$ cat config.mk
export PLATFORM = sky130hd
export DESIGN_NAME = vr_vid_config_and_loop_sequencer
export DESIGN_NICKNAME = d
export VERILOG_FILES = /design/src/core/vr_seq_pkg.sv /design/src/core/vr_vid_config_and_loop_sequencer.sv
export VERILOG_INCLUDE_DIRS = /design/src /design/src/core
export SDC_FILE = /design/constraint.sdc
export NUM_CORES = 1
export LEC_CHECK = 0
export ABC_AREA = 1
export BUFFER_PORTS_ARGS = -buffer_cell sky130_fd_sc_hd__buf_2
export CORE_MARGIN = 4
export CORE_UTILIZATION = 35
export CTS_CLUSTER_DIAMETER = 200
export DETAILED_ROUTE_END_ITERATION = 16
export PLACE_DENSITY = 0.49
export SYNTH_ARGS = -nofsm -noshare
export SYNTH_HDL_FRONTEND = slang
export SYNTH_SLANG_ARGS = --single-unit
$ cat constraint.sdc
create_clock -name aclk -period 8.1 [get_ports aclk]
set_input_delay 0.81 -clock aclk [delete_from_list [all_inputs] [get_ports aclk]]
set_output_delay 0.81 -clock aclk [all_outputs]
set_load 0.05 [all_outputs]
$ cat src/core/vr_seq_defines.svh
`ifndef VR_SEQ_DEFINES_SVH
`define VR_SEQ_DEFINES_SVH
// ************************************************************
// Register byte offsets
// ************************************************************
`define OFS_CTRL 8'h00
`define OFS_BUS_ADDR 8'h04
`define OFS_VID_OFS 8'h08
`define OFS_CUR_OFS 8'h0C
`define OFS_TEMP_OFS 8'h10
`define OFS_BCAST 8'h14
`define OFS_BOOT 8'h18
`define OFS_SPLIT_DLY 8'h1C
`define OFS_VID_REQ 8'h20
`define OFS_STATUS 8'h24
`define OFS_TARGET 8'h28
`define OFS_REPORT 8'h2C
`define OFS_SLEW 8'h30
// ************************************************************
// Control register fields and reset values
// ************************************************************
`define CTRL_LOCK 0
`define CTRL_PIN_OFS_EN 1
`define CTRL_MODE_10MV 2
`define CTRL_MOBILE 3
`define CTRL_BOOT_10MV 4
`define CTRL_SPLIT 5
`define CTRL_ORDER_LO 6
`define CTRL_DSEL_LO 8
`define CTRL_RESET 12'h001
`define BUS_ADDR_RESET 4'h0
`define SLEEP_CMD_BIT 24
`define STAT_DAC_HIGH 3
`define BCAST_A 4'hE
`define BCAST_B 4'hF
`define PIN_OFS_MAX 3'h6
// ************************************************************
// Voltage decode and timing
// ************************************************************
`define VID_5MV_BASE_MV 12'd245
`define VID_10MV_BASE_MV 12'd490
`define DAC_HIGH_MV 12'd30
`define CLK_PERIOD_NS 8
`define T_EN_TO_L1_NS 3000
`define T_READY_MAX_NS 1000
`define T_SPLIT_STEP_NS 2660
`define T_DLY1_NS 250000
`define T_DLY2_NS 500000
`define T_DLY3_NS 1000000
`define T_DLY4_NS 2500000
`define T_DLY5_NS 5000000
`define T_DLY6_NS 10000000
`endif

$ cat src/core/vr_seq_pkg.sv
package vr_seq_pkg;
    typedef enum logic [1:0] {ORD_TOGETHER, ORD_L2_AFTER_L1, ORD_L1_AFTER_L2, ORD_SPARE} order_t;
    typedef enum logic [1:0] {BC_BOTH, BC_E_ONLY, BC_F_ONLY, BC_NONE} bcast_t;
    typedef enum {SQ_OFF, SQ_LEAD, SQ_GAP, SQ_ON} seq_state_t;
endpackage

$ cat src/core/vr_vid_config_and_loop_sequencer.sv
// The AXI4-Lite slave port and the register addresses were decided locally.
`timescale 1ns/1ps
`include "vr_seq_defines.svh"

module vr_vid_config_and_loop_sequencer #(
    parameter int unsigned T_LEAD_CYC = `T_EN_TO_L1_NS / `CLK_PERIOD_NS,
    parameter int unsigned SPLIT_STEP_CYC = `T_SPLIT_STEP_NS / `CLK_PERIOD_NS,
    parameter int unsigned DLY1_CYC = `T_DLY1_NS / `CLK_PERIOD_NS,
    parameter int unsigned DLY2_CYC = `T_DLY2_NS / `CLK_PERIOD_NS,
    parameter int unsigned DLY3_CYC = `T_DLY3_NS / `CLK_PERIOD_NS,
    parameter int unsigned DLY4_CYC = `T_DLY4_NS / `CLK_PERIOD_NS,
    parameter int unsigned DLY5_CYC = `T_DLY5_NS / `CLK_PERIOD_NS,
    parameter int unsigned DLY6_CYC = `T_DLY6_NS / `CLK_PERIOD_NS
) (
    // Clock and reset.
    input wire logic aclk,
    input wire logic aresetn,
    // AXI4-Lite write channels.
    input wire logic [7:0] s_axi_awaddr,
    input wire logic s_axi_awvalid,
    output logic s_axi_awready,
    input wire logic [31:0] s_axi_wdata,
    input wire logic [3:0] s_axi_wstrb,
    input wire logic s_axi_wvalid,
    output logic s_axi_wready,
    output logic [1:0] s_axi_bresp,
    output logic s_axi_bvalid,
    input wire logic s_axi_bready,
    // AXI4-Lite read channels.
    input wire logic [7:0] s_axi_araddr,
    input wire logic s_axi_arvalid,
    output logic s_axi_arready,
    output logic [31:0] s_axi_rdata,
    output logic [1:0] s_axi_rresp,
    output logic s_axi_rvalid,
    input wire logic s_axi_rready,
    // Pins from outside the clock domain.
    input wire logic regulator_enable_input,
    input wire logic [2:0] addr_pin_code,
    // Serial bus framer and telemetry, same clock.
    input wire logic [3:0] query_addr,
    input wire logic [11:0] raw_current,
    input wire logic [7:0] raw_temp,
    // Loop outputs.
    output logic [1:0] loop_addr_hit,
    output logic [7:0] loop1_dac,
    output logic [7:0] loop2_dac,
    output logic [11:0] loop1_target_mv,
    output logic loop1_ready_output,
    output logic loop2_ready_output,
    output logic dac_above_target_flag,
    output logic [11:0] current_report,
    output logic [7:0] temp_report
);
    import vr_seq_pkg::*;

    // ************************************************************
    // Pin synchronisers
    // ************************************************************
    logic en_m_q, en_s_q;
    logic [2:0] pin_m_q, pin_s_q;

    // Both pins cross two flops before any logic looks at them.
    always_ff @(posedge aclk) begin
        if (!aresetn) begin
            en_m_q <= 1'b0;
            en_s_q <= 1'b0;
            pin_m_q <= 3'h0;
            pin_s_q <= 3'h0;
        end else begin
            en_m_q <= regulator_enable_input;
            en_s_q <= en_m_q;
            pin_m_q <= addr_pin_code;
            pin_s_q <= pin_m_q;
        end
    end

    // ************************************************************
    // Registers
    // ************************************************************
    logic [11:0] ctrl_q;
    logic [3:0] bus_addr_q;
    logic signed [7:0] vid_ofs_q;
    logic signed [4:0] cur_ofs_q;
    logic signed [5:0] temp_ofs_q;
    logic [3:0] bcast_q;
    logic [15:0] boot_q;
    logic [7:0] split_dly_q;
    logic [15:0] slew_q;
    logic [7:0] req_q [2];
    logic sleep_q;
    logic [7:0] tgt_q [2];
    logic [7:0] dac_q [2];
    logic [1:0] go_q, rdy_q;
    seq_state_t st_q;
    logic [3:0] eff_addr;

    // ************************************************************
    // AXI4-Lite slave
    // ************************************************************
    logic aw_full_q, w_full_q;
    logic [7:0] aw_q;
    logic [31:0] wd_q;
    logic [3:0] ws_q;
    logic wr_go, mapped_w;

    assign s_axi_awready = !aw_full_q && !s_axi_bvalid;
    assign s_axi_wready = !w_full_q && !s_axi_bvalid;
    assign wr_go = aw_full_q && w_full_q && !s_axi_bvalid;
    assign s_axi_bresp = 2'h0;
    assign s_axi_rresp = 2'h0;
    assign s_axi_arready = !s_axi_rvalid;

    // Address and data are held separately so either may arrive first.
    always_ff @(posedge aclk) begin
        if (!aresetn) begin
            aw_full_q <= 1'b0;
            w_full_q <= 1'b0;
            aw_q <= 8'h00;
            wd_q <= 32'h0000_0000;
            ws_q <= 4'h0;
            s_axi_bvalid <= 1'b0;
        end else begin
            if (s_axi_awvalid && s_axi_awready) begin
                aw_full_q <= 1'b1;
                aw_q <= s_axi_awaddr;
            end
            if (s_axi_wvalid && s_axi_wready) begin
                w_full_q <= 1'b1;
                wd_q <= s_axi_wdata;
                ws_q <= s_axi_wstrb;
            end
            if (wr_go) begin
                aw_full_q <= 1'b0;
                w_full_q <= 1'b0;
                s_axi_bvalid <= 1'b1;
            end else if (s_axi_bready) begin
                s_axi_bvalid <= 1'b0;
            end
        end
    end

    assign mapped_w = wr_go && ws_q[0];

    // Configuration writes; low byte lane must be enabled for any effect.
    always_ff @(posedge aclk) begin
        if (!aresetn) begin
            ctrl_q <= `CTRL_RESET;
            bus_addr_q <= `BUS_ADDR_RESET;
            vid_ofs_q <= 8'sh00;
            cur_ofs_q <= 5'sh00;
            temp_ofs_q <= 6'sh00;
            bcast_q <= 4'h0;
            boot_q <= 16'h0000;
            split_dly_q <= 8'h00;
            slew_q <= 16'h0000;
        end else if (mapped_w) begin
            case (aw_q)
                `OFS_CTRL: ctrl_q <= wd_q[11:0];
                `OFS_BUS_ADDR: begin
                    if (!ctrl_q[`CTRL_LOCK]) begin
                        bus_addr_q <= wd_q[3:0];
                    end
                end
                `OFS_VID_OFS: vid_ofs_q <= wd_q[7:0];
                `OFS_CUR_OFS: cur_ofs_q <= wd_q[4:0];
                `OFS_TEMP_OFS: temp_ofs_q <= wd_q[5:0];
                `OFS_BCAST: bcast_q <= wd_q[3:0];
                `OFS_BOOT: boot_q <= wd_q[15:0];
                `OFS_SPLIT_DLY: split_dly_q <= wd_q[7:0];
                `OFS_SLEW: slew_q <= wd_q[15:0];
                default: ;
            endcase
        end
    end

    // Read path; unmapped offsets read as zero with an OKAY answer.
    always_ff @(posedge aclk) begin
        if (!aresetn) begin
            s_axi_rvalid <= 1'b0;
            s_axi_rdata <= 32'h0000_0000;
        end else if (s_axi_arvalid && s_axi_arready) begin
            s_axi_rvalid <= 1'b1;
            case (s_axi_araddr)
                `OFS_CTRL: s_axi_rdata <= {20'h00000, ctrl_q};
                `OFS_BUS_ADDR: s_axi_rdata <= {28'h0000000, bus_addr_q};
                `OFS_VID_OFS: s_axi_rdata <= {24'h000000, vid_ofs_q};
                `OFS_CUR_OFS: s_axi_rdata <= {27'h0000000, cur_ofs_q};
                `OFS_TEMP_OFS: s_axi_rdata <= {26'h0000000, temp_ofs_q};
                `OFS_BCAST: s_axi_rdata <= {28'h0000000, bcast_q};
                `OFS_BOOT: s_axi_rdata <= {16'h0000, boot_q};
                `OFS_SPLIT_DLY: s_axi_rdata <= {24'h000000, split_dly_q};
                `OFS_SLEW: s_axi_rdata <= {16'h0000, slew_q};
                `OFS_VID_REQ: s_axi_rdata <= {16'h0000, req_q[1], req_q[0]};
                `OFS_STATUS: s_axi_rdata <= {20'h00000, eff_addr, 3'h0, sleep_q,
                    dac_above_target_flag, 1'b0, rdy_q};
                `OFS_TARGET: s_axi_rdata <= {dac_q[1], dac_q[0], tgt_q[1], tgt_q[0]};
                `OFS_REPORT: s_axi_rdata <= {8'h00, temp_report, 4'h0, current_report};
                default: s_axi_rdata <= 32'h0000_0000;
            endcase
        end else if (s_axi_rready) begin
            s_axi_rvalid <= 1'b0;
        end
    end

    // ************************************************************
    // Addressing
    // ************************************************************
    logic [2:0] pin_ofs;

    // Codes above the last resistor setting clamp to the largest offset.
    assign pin_ofs = (pin_s_q > `PIN_OFS_MAX) ? `PIN_OFS_MAX : pin_s_q;
    assign eff_addr = bus_addr_q + (ctrl_q[`CTRL_PIN_OFS_EN] ? {1'b0, pin_ofs} : 4'h0);

    // Loop 1 answers at the effective address, loop 2 one above it.
    always_ff @(posedge aclk) begin
        if (!aresetn) begin
            loop_addr_hit <= 2'b00;
        end else begin
            for (int i = 0; i < 2; i++) begin
                loop_addr_hit[i] <= (query_addr == eff_addr + 4'(i)) ||
                    (query_addr == `BCAST_A && (bcast_t'(bcast_q[2*i+:2]) inside {BC_BOTH, BC_E_ONLY})) ||
                    (query_addr == `BCAST_B && (bcast_t'(bcast_q[2*i+:2]) inside {BC_BOTH, BC_F_ONLY}));
            end
        end
    end

    // ************************************************************
    // VID requests and targets
    // ************************************************************
    logic en_rise;
    logic step10;
    logic split;
    logic [8:0] sum [2];

    assign en_rise = en_s_q && st_q == SQ_OFF;
    assign split = ctrl_q[`CTRL_SPLIT];
    // Mobile mode takes its step choice from the boot step bit, for every code.
    assign step10 = ctrl_q[`CTRL_MOBILE] ? ctrl_q[`CTRL_BOOT_10MV] : ctrl_q[`CTRL_MODE_10MV];

    // Boot codes load at enable; set-target writes load later. Either bus
    // path lands here, so split mode needs no separate control port.
    always_ff @(posedge aclk) begin
        if (!aresetn) begin
            req_q[0] <= 8'h00;
            req_q[1] <= 8'h00;
            sleep_q <= 1'b0;
        end else if (en_rise) begin
            req_q[0] <= boot_q[7:0];
            req_q[1] <= boot_q[15:8];
            sleep_q <= 1'b0;
        end else if (mapped_w && aw_q == `OFS_VID_REQ) begin
            if (wd_q[`SLEEP_CMD_BIT]) begin
                sleep_q <= ctrl_q[`CTRL_MOBILE];
            end else begin
                req_q[0] <= wd_q[7:0];
                req_q[1] <= wd_q[15:8];
                sleep_q <= 1'b0;
            end
        end
    end

    // Offset sum in nine signed bits, then clamped to codes 00..FF.
    always_comb begin
        for (int i = 0; i < 2; i++) begin
            sum[i] = 9'({1'b0, req_q[i]} + {vid_ofs_q[7], vid_ofs_q});
        end
    end

    always_ff @(posedge aclk) begin
        if (!aresetn) begin
            tgt_q[0] <= 8'h00;
            tgt_q[1] <= 8'h00;
        end else begin
            // A negative sum floors at zero and a carry caps at the top code.
            for (int i = 0; i < 2; i++) begin
                if (vid_ofs_q[7] && sum[i][8]) begin
                    tgt_q[i] <= 8'h00;
                end else if (sum[i][8]) begin
                    tgt_q[i] <= 8'hFF;
                end else begin
                    tgt_q[i] <= sum[i][7:0];
                end
            end
            if (split) begin
                tgt_q[1] <= {1'b0, (vid_ofs_q[7] && sum[0][8]) ? 7'h00 :
                    (sum[0][8] ? 7'h7F : sum[0][7:1])};
            end
        end
    end

    // ************************************************************
    // Voltage decode and DAC-high flag
    // ************************************************************
    function automatic logic [11:0] code_mv(input logic [7:0] code, input logic ten);
        logic [11:0] v;
        v = 12'h000;
        if (code != 8'h00) begin
            v = ten ? 12'(`VID_10MV_BASE_MV + 12'd10 * code) : 12'(`VID_5MV_BASE_MV + 12'd5 * code);
        end
        return v;
    endfunction

    always_ff @(posedge aclk) begin
        if (!aresetn) begin
            loop1_target_mv <= 12'h000;
            dac_above_target_flag <= 1'b0;
        end else begin
            loop1_target_mv <= code_mv(tgt_q[0], step10);
            // Level flag; it clears once the DAC has come down.
            dac_above_target_flag <= ctrl_q[`CTRL_MOBILE] &&
                code_mv(dac_q[0], step10) > 12'(code_mv(tgt_q[0], step10) + `DAC_HIGH_MV);
        end
    end

    // ************************************************************
    // Start sequencer
    // ************************************************************
    logic [23:0] cnt_q;
    logic [23:0] gap_cyc;
    order_t order;
    logic lead_l1;

    assign order = split ? ORD_L2_AFTER_L1 : order_t'(ctrl_q[`CTRL_ORDER_LO+:2]);
    assign lead_l1 = order != ORD_L1_AFTER_L2;

    always_comb begin
        if (split) begin
            gap_cyc = 24'(split_dly_q * SPLIT_STEP_CYC);
        end else begin
            case (ctrl_q[`CTRL_DSEL_LO+:3])
                3'h1: gap_cyc = 24'(DLY1_CYC);
                3'h2: gap_cyc = 24'(DLY2_CYC);
                3'h3: gap_cyc = 24'(DLY3_CYC);
                3'h4: gap_cyc = 24'(DLY4_CYC);
                3'h5: gap_cyc = 24'(DLY5_CYC);
                3'h6: gap_cyc = 24'(DLY6_CYC);
                default: gap_cyc = 24'h000000;
            endcase
        end
    end

    // Dropping enable stops both loops at once, whatever the state.
    always_ff @(posedge aclk) begin
        if (!aresetn) begin
            st_q <= SQ_OFF;
            cnt_q <= 24'h000000;
            go_q <= 2'b00;
        end else if (!en_s_q) begin
            st_q <= SQ_OFF;
            go_q <= 2'b00;
        end else begin
            case (st_q)
                SQ_OFF: begin
                    cnt_q <= split ? 24'(T_LEAD_CYC - 1) : 24'h000000;
                    st_q <= SQ_LEAD;
                end
                SQ_LEAD: begin
                    if (cnt_q != 24'h000000) begin
                        cnt_q <= cnt_q - 24'h000001;
                    end else if (order == ORD_TOGETHER || order == ORD_SPARE) begin
                        go_q <= 2'b11;
                        st_q <= SQ_ON;
                    end else begin
                        go_q <= lead_l1 ? 2'b01 : 2'b10;
                        cnt_q <= gap_cyc;
                        st_q <= SQ_GAP;
                    end
                end
                SQ_GAP: begin
                    if (cnt_q != 24'h000000) begin
                        cnt_q <= cnt_q - 24'h000001;
                    end else begin
                        go_q <= 2'b11;
                        st_q <= SQ_ON;
                    end
                end
                SQ_ON: ;
                default: st_q <= SQ_OFF;
            endcase
        end
    end

    // ************************************************************
    // Loop ramps and ready outputs
    // ************************************************************
    logic [7:0] slew_cnt_q [2];

    // One code per slew period; slew registers are the user's to match.
    always_ff @(posedge aclk) begin
        if (!aresetn) begin
            for (int i = 0; i < 2; i++) begin
                dac_q[i] <= 8'h00;
                slew_cnt_q[i] <= 8'h00;
                rdy_q[i] <= 1'b0;
            end
        end else begin
            for (int i = 0; i < 2; i++) begin
                if (!go_q[i]) begin
                    dac_q[i] <= 8'h00;
                    slew_cnt_q[i] <= 8'h00;
                end else if (slew_cnt_q[i] != 8'h00) begin
                    slew_cnt_q[i] <= slew_cnt_q[i] - 8'h01;
                end else if (dac_q[i] != tgt_q[i]) begin
                    dac_q[i] <= dac_q[i] < tgt_q[i] ? dac_q[i] + 8'h01 : dac_q[i] - 8'h01;
                    slew_cnt_q[i] <= slew_q[8*i+:8];
                end
                // One cycle after the ramp lands, well inside the limit.
                rdy_q[i] <= go_q[i] && dac_q[i] == tgt_q[i];
            end
        end
    end

    assign loop1_dac = dac_q[0];
    assign loop2_dac = dac_q[1];
    assign loop1_ready_output = rdy_q[0];
    assign loop2_ready_output = rdy_q[1];

    // ************************************************************
    // Telemetry reporting offsets
    // ************************************************************
    logic signed [13:0] cur_sum;
    logic signed [9:0] temp_sum;

    assign cur_sum = $signed({2'b00, raw_current}) + 14'(cur_ofs_q);
    assign temp_sum = $signed({2'b00, raw_temp}) + 10'(temp_ofs_q);

    // Reports clamp at zero so a negative trim never wraps large.
    always_ff @(posedge aclk) begin
        if (!aresetn) begin
            current_report <= 12'h000;
            temp_report <= 8'h00;
        end else begin
            current_report <= cur_sum[13] ? 12'h000 : (cur_sum[12] ? 12'hFFF : cur_sum[11:0]);
            temp_report <= temp_sum[9] ? 8'h00 : (temp_sum[8] ? 8'hFF : temp_sum[7:0]);
        end
    end
endmodule

==> out/results.ini <==
[run_status]
outcome=complete, no violations

[yosys]
synthDistinctLibCells=58
synth-main-ff-cell=dfxtp_1
synthArstFlopShare_pct=0
synth.most_common_cell=nand2_1
yosys_warnings=0
synth_largest_area_cell=dfxtp_1
ys_seq_area_share_pct=32.3
synth_edf_count=64
ys_seq_elements=279
avgSynthCellArea_sq_um=7.21
netlist_area_sq_um=19300
yosys-top-cells-count=527 x nand2_1, 364 x inv_1, 268 x a21oi_1
yosysTopAreaCellShare_pct=22.3
synthCells=2670
synth_area_leaders=dfxtp_1 22%, ha_1 13%, nand2_1 10%, edfxtp_1 10%, inv_1 7.1%

[cts]
clk_latency_ns=0.56
cts_buffers=35
cts_max_level=2
clk_pin_slew_worst_paths_ns=0.06
clk_path_buf_depth=3
cts-resized-gates=0
cts_setup_buffers=0
cts_tree=yes
cts_hold_buf=0
cts.sinks=279
root_buffer=clkbuf_16

[pwr]
ir_worst_vdd_v=0.000150
power_mw=3.51
power.density_nw_per_um2=160
leakagePower_nw=10.7

[sta]
setup_viol=0
hold_viol=0
period_share_pct=50.8
rsz0062_at_grt=no
worst_slew_pin_slew_ns=1.11
fin_setup_tns_ns=0
fin_worst_skew_ns=0.0130
period_needed_ns=4.11
max_freq_mhz=243
relSlewSlack_pct=25.1
slew_viol_final=0
hold_ws_ns=0.419

[place]
dp_hpwl_microns=48900
gp_congestion=0.921
io_buffers=158

[routing]
finalWirelength_microns=62800
viasPerCell=5.12
firstDrtPassIters=5
antenna_left=0
num_vias=18066
wire_per_inst_microns=17.8
drt_iter0_markers=1193
drc=0

[critical_path]
cp.arrival_ns=4.55
critical-path-slowest-cell=fa_1
critPathKind=reg2reg
worstPathCellList=inv_1 > fa_1 > inv_1 > ha_1 > nand2_1 > nor2_1 > nor2_1 > nand2_1 > a21boi_0 > nor2_1 > o21ai_0 > nand2_1 > nand3_1 > nor2_1 > nor2_1 > ha_1 > a21oi_1 > o21ai_0 > a211oi_1 > nor3_1
critPathMaxStageDelay_ns=0.58
critical_path.max_fanout=5
worstReg2RegStart=tgt_q[0][2]
ff2ff_path_depth=20
cp_common_cell=nor2_1
worst_setup_path_start_kind=flop
critical_path_required_ns=8.53
path_buf_inv=2
rr_endpoint=dac_above_target_flag
critPathCaptureType=flop
r2r_setup_slack_ns=3.99
cp_top_family=adder cells

[finish]
drive_gt1_share_pct=10.0
antennaDiodeCount=0
syn_to_final_growth_pct=13.6
num-fill-cells=5688
fin_nets=3115

[floorplanning]
die-area_sq_um=58800
io_pins=181
dieHeight_microns=243
rows=85
fp.dieW_microns=243
coreArea_sq_um=54100
start_util_pct=35.6

[global_route]
grt_pass1_vias=17425
grt_usage_pct=20.8
grt_max_degree=80
grt_pass1_wl_microns=97500
overflow=0
antenna_found_initial=0

[min_path]
min_path_type=reg2reg
hold_end=pin_s_q[0]
whs_path_depth=2
min_from=pin_m_q[0]

[run]
maxCapViolations=0

-- report_power, final --
| group | total, mW | internal, mW | switching [mW] |
|---|---|---|---|
| combinational | 0.404 | 0.116 | 0.288 |
| clock | 1.62 | 0.955 | 0.667 |
| sequential | 1.48 | 1.46 | 0.0259 |
-- worst max path at each step --
stage / startpoint / to / slack (ns) / depth (start not counted)
after floorplan: dac_q[0][3] / dac_above_target_flag / 4.60 / 17
after global placement: tgt_q[0][2] / dac_above_target_flag / 4.07 / 22
after detailed placement: tgt_q[0][2] / dac_above_target_flag / 4.01 / 22
after CTS: tgt_q[0][2] / dac_above_target_flag / 3.99 / 22
after global routing: tgt_q[0][2] / dac_above_target_flag / 3.51 / 22
final: tgt_q[0][2] / dac_above_target_flag / 3.99 / 20
-- logic make-up (layout without fill, tap and decap cells) --
| logic type | Yosys count | in the layout | synth area share [%] |
|---|---|---|---|
| AND/OR/NAND/NOR | 1059 | 1059 | 23.6 |
| AO/OA/AOI/OAI | 587 | 587 | 16.4 |
| flip-flops | 279 | 279 | 32.3 |
| adder cells (fa/ha/maj) | 219 | 219 | 15.0 |
| XOR/XNOR | 78 | 78 | 3.55 |
| buffers and inverters | 447 | 609 | 9.08 |
| other | 1 | 4 | 0.0195 |
-- worst register-to-register path, stage by stage (launching register included) --
cell and delay, ns:
edfxtp_1 0.48, inv_1 0.24, fa_1 0.58, inv_1 0.04, ha_1 0.36, nand2_1 0.12, nor2_1 0.05, nor2_1 0.12
nand2_1 0.08, a21boi_0 0.27, nor2_1 0.09, o21ai_0 0.16, nand2_1 0.07, nand3_1 0.16, nor2_1 0.07, nor2_1 0.17
ha_1 0.28, a21oi_1 0.14, o21ai_0 0.11, a211oi_1 0.34, nor3_1 0.07
-- cell type report --
type	instances	area [sq um]	share of cell area, %
multi-input cells	1947	11300	51.6
flip-flops and latches	279	6230	28.5
inverters	375	1410	6.43
clock buffers	45	1010	4.60
repair buffers	171	891	4.07
well taps	696	871	3.98
clock inverters	18	181	0.829
-- metrics by stage --
step	std cells	instance area, sq um	util [%]	setup WS, ns
floorplan	2673	19300	-	4.60
global placement	3468	20700	38.2	4.07
detailed placement	3468	20700	38.2	4.01
CTS	3531	21900	40.4	3.99
global route	3531	21900	40.4	3.51
finish	3531	21900	40.4	3.99
-- flip-flops by register name, indices dropped and copies added (netlist names), 8 cells and up --
register and flops:
temp_report 8, boot_q 16, ctrl_q 12, current_report 12, cnt_q 24, split_dly_q 8, wd_q 17, vid_ofs_q 8
req_q 16, tgt_q 16, s_axi_rdata 32, slew_cnt_q 16, dac_q 16, loop1_target_mv 12, slew_q 16, aw_q 8
-- metal layers --
metal / GRT usage, % / vias to the layer above / share of wire (%)
met5: 0 / - / 0
met4: 8.49 / 0 / 4.2
met3: 3.19 / 125 / 5.3
met2: 33.5 / 482 / 44
met1: 27.9 / 8313 / 46
li1: - / 9146 / -
-- cells in the final DEF, fill, tap and decap left out, drive strengths merged, types with 36 or more instances in the layout --
cell / instances
a21oi: 269
nand4: 36
edfxtp: 64
nand2: 536
nand3: 157
inv: 375
o21ai: 222
clkbuf: 45
ha: 198
xor2: 55
dfxtp: 215
buf: 171
nor2: 273
Power figures use the tool's default switching activity.
